### config.mk
export PLATFORM = sky130hd
export DESIGN_NAME = radar_read_sequencer
export DESIGN_NICKNAME = d
export VERILOG_FILES = /design/src/rtl/interval_timer.v /design/src/rtl/radar_read_sequencer.v
export VERILOG_INCLUDE_DIRS = /design/src /design/src/rtl
export SDC_FILE = /design/constraint.sdc
export NUM_CORES = 2
export LEC_CHECK = 0
export ABC_AREA = 1
export BUFFER_PORTS_ARGS = -buffer_cell sky130_fd_sc_hd__buf_2
export CAP_MARGIN = 20
export CORE_UTILIZATION = 61
export DETAILED_ROUTE_END_ITERATION = 7
export PLACE_DENSITY = 0.88
export SLEW_MARGIN = 20
export SYNTH_ARGS = -nofsm -noshare
export SYNTH_HDL_FRONTEND = slang
export SYNTH_HIERARCHICAL = 1
export SYNTH_SLANG_ARGS = --single-unit
### constraint.sdc
create_clock -name sys_clk_in -period 13.5 [get_ports sys_clk_in]
set_input_delay 2.025 -clock sys_clk_in [delete_from_list [all_inputs] [get_ports sys_clk_in]]
set_output_delay 2.025 -clock sys_clk_in [all_outputs]
set_load 0.005 [all_outputs]
### src/rtl/radar_read_regs.vh
// constants for the radar data read sequencer
`ifndef RADAR_READ_REGS_VH
`define RADAR_READ_REGS_VH
`define CLK_PERIOD_NS        10
`define RATE_INTERVAL_US     80000
`define RATE_INTERVAL_CYC    (`RATE_INTERVAL_US * 1000 / `CLK_PERIOD_NS)
`define RATE_MID_CYC         (`RATE_INTERVAL_CYC / 2)
`define CODE_HOLDOFF_S       50
`define CODE_HOLDOFF_CYC     40'h012a05f200
`define UPDATE_SPACING_S     64
`define UPDATE_SPACING_CYC   40'h017d784000
`define FINE_REPEAT_COUNT    2'h2
`define SIDE_LOBE_LIMIT      16'h0003
`define BORESIGHT_LIMIT      16'h001e
`define RANGE_WORD_W         15
`define RATE_COUNT_W         16
`define RESULT_W             32
`endif

### src/rtl/interval_timer.v
// elapsed-interval timer: reports when a holdoff has run out since last restart
module interval_timer #(
  parameter [39:0] LIMIT = 40'h0000000010
) (
  input  wire sys_clk_in,
  input  wire reset_in,
  input  wire restart_in,
  output reg  expired_out
);
  reg [39:0] count;

  // expired from reset so the very first event is never held off
  always @(posedge sys_clk_in) begin
    if (reset_in) begin
      count       <= 40'h0000000000;
      expired_out <= 1'b1;
    end else if (restart_in) begin
      count       <= 40'h0000000000;
      expired_out <= 1'b0;
    end else if (!expired_out) begin
      count <= count + 40'h0000000001;
      if (count >= LIMIT - 40'h0000000002) begin
        expired_out <= 1'b1;
      end
    end
  end
endmodule // interval_timer

### src/rtl/radar_read_sequencer.v
// radar data read sequencer: checks discretes, reads, scales, tags, gates updates
// What this block does
// RULE1 - each pass starts by testing tracking permission; no request or routine without it
// RULE2 - velocity-change maneuver clears tracking permission, suppressing data requests
// RULE3 - with permission, verify track-enable issued and auto-mode received before reading
// RULE4 - track-enable absent: abandon read, request attitude and re-designation
// RULE5 - no read while encoders zero; rendezvous calls fine attitude with count 2
// RULE6 - data-good lost during readout lights tracker-fail and re-designates
// RULE7 - encoder failure during readout aborts read and re-designates
// RULE8 - radar asserts low-range-scale below 9.38 times 32767 feet
// RULE9 - range scale sampled before and after; mismatch discards set and re-requests
// RULE10 - range is word times short or long bit weight per scale discrete
// RULE11 - rate is scale times count minus bias frequency times 80 ms interval
// RULE12 - one time tag per set, taken at middle of 80 ms rate interval
// RULE13 - announce data to backup system at most once per 50 seconds
// RULE14 - line of sight versus encoders over 3 degrees: alarm, await operator choice
// RULE15 - antenna beyond 30 degrees of +z axis calls preferred attitude routine
// RULE16 - update suppressed if temporary permission off or permanent inhibit set
// RULE17 - inhibit set by operator, cleared when operator selects vehicle to update
// RULE18 - reading needs only tracking permission, regardless of update flags
// RULE19 - rendezvous program invokes fine attitude routine repeatedly
// RULE20 - rendezvous updates with full set at most once per 64 seconds
// RULE21 - after any pass return to idle with measurement registers invalidated; code keeps set_valid_out until the next trigger
`include "radar_read_regs.vh"
module radar_read_sequencer (
  input  wire                      sys_clk_in,
  input  wire                      reset_in,
  input  wire                      read_trigger_in,
  input  wire                      rendezvous_mode_in,
  input  wire                      maneuver_active_in,
  input  wire                      track_grant_in,
  input  wire                      track_enable_in,
  input  wire                      auto_mode_in,
  input  wire                      encoder_zeroing_in,
  input  wire                      encoder_fail_in,
  input  wire                      data_good_in,
  input  wire                      low_range_scale_in,
  input  wire                      data_ready_in,
  input  wire [`RANGE_WORD_W-1:0]  range_word_in,
  input  wire [`RATE_COUNT_W-1:0]  range_rate_count_in,
  input  wire [15:0]               long_range_bit_weight_in,
  input  wire [15:0]               short_range_bit_weight_in,
  input  wire [15:0]               range_rate_scale_in,
  input  wire [15:0]               rate_bias_product_in,
  input  wire [31:0]               mission_time_in,
  input  wire [15:0]               los_error_deg_in,
  input  wire [15:0]               boresight_angle_deg_in,
  input  wire                      operator_proceed_in,
  input  wire                      operator_redesignate_in,
  input  wire                      update_permit_in,
  input  wire                      inhibit_request_in,
  input  wire                      vehicle_select_in,
  output reg                       data_request_out,
  output reg                       redesignate_out,
  output reg                       fine_attitude_out,
  output reg  [1:0]                fine_repeat_out,
  output reg                       preferred_attitude_out,
  output reg                       tracker_fail_out,
  output reg                       side_lobe_alarm_out,
  output reg                       backup_code_out,
  output reg                       nav_update_out,
  output reg                       set_valid_out,
  output reg  [`RESULT_W-1:0]      range_out,
  output reg  [`RESULT_W-1:0]      range_rate_out,
  output reg  [31:0]               time_tag_out,
  output reg                       update_inhibit_out,
  output reg                       track_permit_out
);
  // ************************************************************
  // states
  // ************************************************************
  localparam [2:0] S_IDLE  = 3'h0;
  localparam [2:0] S_CHECK = 3'h1;
  localparam [2:0] S_READ  = 3'h2;
  localparam [2:0] S_LOBE  = 3'h3;
  localparam [2:0] S_ANGLE = 3'h4;
  localparam [2:0] S_NAV   = 3'h5;

  reg [2:0]  state;
  reg        scale_before;
  reg [31:0] tag_count;
  reg        tag_taken;
  wire       code_ok;
  wire       update_ok;
  wire       rdy_ok;

  // combined discrete test, used only during readout once data is ready
  function link_ok;
    input good;
    input fail;
    begin
      link_ok = good & ~fail;
    end
  endfunction

  assign rdy_ok = link_ok(data_good_in, encoder_fail_in);

  // ************************************************************
  // holdoff timers
  // ************************************************************
  interval_timer #(.LIMIT(`CODE_HOLDOFF_CYC)) code_timer ( // RULE13
    .sys_clk_in  (sys_clk_in),
    .reset_in    (reset_in),
    .restart_in  (backup_code_out),
    .expired_out (code_ok)
  );

  interval_timer #(.LIMIT(`UPDATE_SPACING_CYC)) update_timer ( // RULE20
    .sys_clk_in  (sys_clk_in),
    .reset_in    (reset_in),
    .restart_in  (nav_update_out),
    .expired_out (update_ok)
  );

  // ************************************************************
  // flags
  // ************************************************************
  always @(posedge sys_clk_in) begin
    if (reset_in) begin
      update_inhibit_out <= 1'b0;
      track_permit_out   <= 1'b0;
    end else begin
      track_permit_out <= track_grant_in & ~maneuver_active_in; // RULE2
      if (vehicle_select_in) begin
        update_inhibit_out <= 1'b0; // RULE17
      end else if (inhibit_request_in) begin
        update_inhibit_out <= 1'b1; // RULE17
      end
    end
  end

  // ************************************************************
  // sequencer
  // ************************************************************
  always @(posedge sys_clk_in) begin
    if (reset_in) begin
      state                  <= S_IDLE;
      scale_before           <= 1'b0;
      tag_count              <= 32'h00000000;
      tag_taken              <= 1'b0;
      data_request_out       <= 1'b0;
      redesignate_out        <= 1'b0;
      fine_attitude_out      <= 1'b0;
      fine_repeat_out        <= 2'h0;
      preferred_attitude_out <= 1'b0;
      tracker_fail_out       <= 1'b0;
      side_lobe_alarm_out    <= 1'b0;
      backup_code_out        <= 1'b0;
      nav_update_out         <= 1'b0;
      set_valid_out          <= 1'b0;
      range_out              <= 32'h00000000;
      range_rate_out         <= 32'h00000000;
      time_tag_out           <= 32'h00000000;
    end else begin
      redesignate_out        <= 1'b0;
      fine_attitude_out      <= 1'b0;
      preferred_attitude_out <= 1'b0;
      backup_code_out        <= 1'b0;
      nav_update_out         <= 1'b0;
      case (state)
        S_IDLE: begin
          data_request_out <= 1'b0;
          if (read_trigger_in) begin
            set_valid_out <= 1'b0; // RULE21
            state         <= S_CHECK;
          end
        end
        S_CHECK: begin
          if (!track_permit_out) begin
            state <= S_IDLE; // RULE1
          end else if (!track_enable_in) begin
            preferred_attitude_out <= 1'b1; // RULE4
            redesignate_out        <= 1'b1; // RULE4
            state                  <= S_IDLE;
          end else if (!auto_mode_in) begin
            state <= S_IDLE; // RULE3
          end else if (encoder_zeroing_in) begin
            if (rendezvous_mode_in) begin
              fine_attitude_out <= 1'b1; // RULE5
              fine_repeat_out   <= `FINE_REPEAT_COUNT;
            end
            state <= S_IDLE;
          end else begin
            scale_before     <= low_range_scale_in; // RULE9
            data_request_out <= 1'b1; // RULE3
            tag_count        <= 32'h00000000;
            tag_taken        <= 1'b0;
            state            <= S_READ;
          end
        end
        S_READ: begin
          tag_count <= tag_count + 32'h00000001;
          if (!tag_taken && tag_count == `RATE_MID_CYC) begin
            time_tag_out <= mission_time_in; // RULE12
            tag_taken    <= 1'b1;
          end
          if (!data_good_in) begin
            tracker_fail_out <= 1'b1; // RULE6
            redesignate_out  <= 1'b1; // RULE6
            data_request_out <= 1'b0;
            state            <= S_IDLE;
          end else if (encoder_fail_in) begin
            redesignate_out  <= 1'b1; // RULE7
            data_request_out <= 1'b0;
            state            <= S_IDLE;
          end else if (data_ready_in && rdy_ok) begin
            if (low_range_scale_in != scale_before) begin
              // discard and ask again at once, restarting the tag interval
              scale_before <= low_range_scale_in; // RULE9
              tag_count    <= 32'h00000000;
              tag_taken    <= 1'b0;
            end else begin
              data_request_out <= 1'b0;
              range_out <= low_range_scale_in ? // RULE10
                           range_word_in * short_range_bit_weight_in :
                           range_word_in * long_range_bit_weight_in;
              range_rate_out <= $signed(range_rate_scale_in) * // RULE11
                                ($signed({16'h0000, range_rate_count_in}) -
                                 $signed({16'h0000, rate_bias_product_in}));
              if (code_ok) begin
                backup_code_out <= 1'b1; // RULE13
              end
              state <= S_LOBE;
            end
          end
        end
        S_LOBE: begin
          if (los_error_deg_in <= `SIDE_LOBE_LIMIT || operator_proceed_in) begin
            side_lobe_alarm_out <= 1'b0;
            state               <= S_ANGLE;
          end else if (operator_redesignate_in) begin
            side_lobe_alarm_out <= 1'b0;
            redesignate_out     <= 1'b1;
            state               <= S_IDLE;
          end else begin
            side_lobe_alarm_out <= 1'b1; // RULE14
          end
        end
        S_ANGLE: begin
          // data stays valid even if the update is later refused
          set_valid_out <= 1'b1; // RULE18
          if (track_permit_out && boresight_angle_deg_in > `BORESIGHT_LIMIT) begin
            preferred_attitude_out <= 1'b1; // RULE15
            state                  <= S_IDLE;
          end else begin
            state <= S_NAV;
          end
        end
        S_NAV: begin
          if (update_permit_in && !update_inhibit_out &&
              (update_ok || !rendezvous_mode_in)) begin
            nav_update_out <= 1'b1; // RULE16 RULE20
          end
          if (rendezvous_mode_in && track_permit_out) begin
            fine_attitude_out <= 1'b1; // RULE19
          end
          state <= S_IDLE; // RULE21
        end
        default: begin
          state <= S_IDLE;
        end
      endcase
    end
  end
endmodule // radar_read_sequencer

==> flow_metrics.py <==
metrics = {
    "hold_path": {
        "holdPathStages": 2,
        "holdPathEnd": "time_tag_out[8]$_SDFFE_PP0P_",
        "hp-class": "flip-flop to flip-flop",
        "worstHoldStart": "time_tag_out[8]$_SDFFE_PP0P_",
    },
    "synthesis": {
        "ys.flop_type": "dfxtp_1",
        "seq_area_frac_synth": 0.1164,
        "synth_area_sq_um": 38870,
        "synthDistinctLibCells": 70,
        "synth-edff-count": 0,
        "netlist_instances": 5268,
        "synth_warnings": 6,
        "avgSynthCellArea_sq_um": 7.378,
        "yosys_register_bits": 226,
        "ys_async_sr_fraction": 0,
    },
    "clock_tree": {
        "cts_max_level": 1,
        "cts_resized": 0,
        "clk_pin_slew_ns": 0.06,
        "cts_inserted_buffers": 25,
        "postCtsSetupBuffers": 0,
        "cts_sinks": 226,
        "cts_tree": "built",
        "clk_latency_ns": 0.55,
        "ctsHoldBuffers": 0,
        "cts-root-buf": "clkbuf_16",
        "clock_path_buffers": 3,
    },
    "die": {
        "die_x_um": 254.4,
        "ios": 286,
        "die-area_sq_um": 64730,
        "placementRows": 92,
        "initial_core_util": 0.6173,
        "coreArea_sq_um": 62970,
        "die_h_um": 254.4,
    },
    "placed_design": {
        "dpl.hpwl_um": 83390,
        "io_buffers": 281,
        "place_congestion": 0.9888,
        "post-place-ws_ns": 4.189,
    },
    "finish": {
        "layout_commonest_cell": "inv_1",
        "fin_nets": 6537,
        "drive_above_1_share": 0.08931,
        "area_delta_synth_final_pct": 7.124,
        "final_cell_mix": "inv_1 (1,231), nand2_1 (1,229), fa_1 (631)",
    },
    "sta": {
        "rsz0062_at_grt": "no",
        "slew_headroom": 0.3033,
        "fmax_mhz": 111.6,
        "hold_violations": 0,
        "fin_skew_ns": 0.008316,
        "whs_ns": 0.4560,
        "worst_slew_pin_slew_ns": 1.039,
        "fin_tns_setup_ns": 0,
        "layout_min_cycle_time_ns": 8.962,
        "timing.final.crit_share": 0.6638,
        "drv_slew": 0,
        "setup_slack_ns": 4.538,
        "setup-violations-final": 0,
    },
    "drt": {
        "drc": 0,
        "drtIter0Drc": 3108,
        "vias": 34580,
        "ant_nets": 0,
        "first_pass_iters": 7,
        "wl_per_cell_um": 16.29,
        "routed_wl_um": 102600,
        "vias_per_cell": 5.489,
    },
    "critical_path": {
        "crit_fanout": 9,
        "r2r_cells": 7,
        "slowest_delay_ns": 0.52,
        "r2r-start": "state[2]$_SDFFE_PP0P_",
        "ff2ff_setup_slack_ns": 10.29,
        "start_kind": "input pin",
        "cpMaxStageDelayCell": "fa_1",
        "worstPathArrival_ns": 9.40,
        "setup.worst_path.end_class": "flip-flop",
        "critPathTopFamily": "adder cells",
        "worst-path-buf-inv": 8,
        "rr_endpoint": "range_rate_out[0]$_SDFFE_PP0P_",
        "crit_type": "input pin to flip-flop",
        "required_ns": 13.94,
    },
    "global_route": {
        "grt.total_usage": 0.3253,
        "gr-total-overflow": 0,
        "antenna_found_initial": 1,
        "grt_pass1_vias": 34950,
        "grt_max_degree": 96,
        "grt_pass1_wl_um": 169500,
    },
    "flow_run": {
        "maxCapViolCount": 0,
    },
    "status": {
        "run_status": "finished clean",
    },
}
-- cells in the mapped netlist (15+ instances only) --
master    instances  area share
dfxtp_1         226        0.12
nor2_1          448       0.043
fa_1            631        0.32
a211oi_1         33      0.0064
nand3_1         181       0.023
ha_1            294       0.095
o21bai_1         15      0.0029
xor2_1           28      0.0063
inv_1          1232        0.12
o21ai_0         157       0.020
nor2_2           23      0.0037
inv_2            18      0.0017
o211ai_1         15      0.0029
clkbuf_1        126       0.012
a21oi_1         203       0.026
xnor2_1          16      0.0036
nand4_1          64       0.010
buf_2            17      0.0022
nand2_1        1229        0.12
nand2_2          33      0.0053
nor3_1           78       0.010
o21a_1           22      0.0042
-- worst max-delay path by stage --
| stage | startpoint | to | cells past startpoint |
|---|---|---|---|
| 2_1_floorplan | range_rate_count_in[0] | range_rate_out[30]$_SDFFE_PP0P_ | 35 |
| 3_3_place_gp | range_rate_count_in[0] | range_rate_out[21]$_SDFFE_PP0P_ | 32 |
| 3_5_place_dp | range_rate_count_in[0] | range_rate_out[21]$_SDFFE_PP0P_ | 32 |
| 4_1_cts | range_rate_count_in[0] | range_rate_out[21]$_SDFFE_PP0P_ | 32 |
| 5_1_grt | range_rate_count_in[0] | range_rate_out[19]$_SDFFE_PP0P_ | 33 |
| 6_report | range_rate_count_in[0] | range_rate_out[21]$_SDFFE_PP0P_ | 32 |
-- state kept, by name, summed over array words and instances, names as in the netlist, 3 cells and up --
signal / count
range_rate_out: 32
range_out: 31
tag_count: 32
time_tag_out: 32
code_timer/count: 40
state: 3
update_timer/count: 40
-- through the flow --
step | util | area (sq um) | cells
floorplan | - | 38870 | 5269
global placement | 0.6472 | 40750 | 6254
detailed placement | 0.6472 | 40750 | 6254
CTS | 0.6612 | 41630 | 6299
global route | 0.6612 | 41630 | 6299
finish | 0.6613 | 41640 | 6300
-- cell families after synthesis --
group,after synthesis,share of synthesized area
and+or+nand+nor,2145,0.2377
adders and majority gates,925,0.4196
DFF,226,0.1164
buffers and inverters,1415,0.1395
AOI/OAI and AO/OA,511,0.07626
other,1,0.00009648
xor gates and xnor gates,45,0.01033
-- metal layers --
layer / track usage / routed length, um / up-vias / part of all wire
met3: 0.05971 / 9252 / 312 / 0.090
met2: 0.5457 / 48890 / 1565 / 0.48
met1: 0.4219 / 41100 / 16500 / 0.40
li1: - / - / 16210 / -
met5: 0 / 0 / - / 0
met4: 0.1127 / 3384 / 0 / 0.033
-- worst register-to-register path, stage by stage, from the launching register on --
cell	delay, ns
dfxtp_1	0.40
nor3_4	0.50
nand2_1	0.15
buf_4	0.24
inv_2	0.07
buf_4	0.75
nand2_1	0.64
o31ai_1	0.37
-- cell type report --
| type | count | area, sq um |
|---|---|---|
| antenna | 1 | 2.502 |
| clock inverter | 12 | 166.4 |
| timing repair buffer | 296 | 1519 |
| multi-input combinational | 3628 | 28920 |
| sequential | 226 | 4524 |
| clock buffer | 33 | 715.7 |
| fill | 5216 | 21330 |
| inverter | 1258 | 4727 |
| tap | 846 | 1059 |
Power is not shown: default switching activity piles up to over one toggle a cycle in this logic, so the estimate is an artifact.
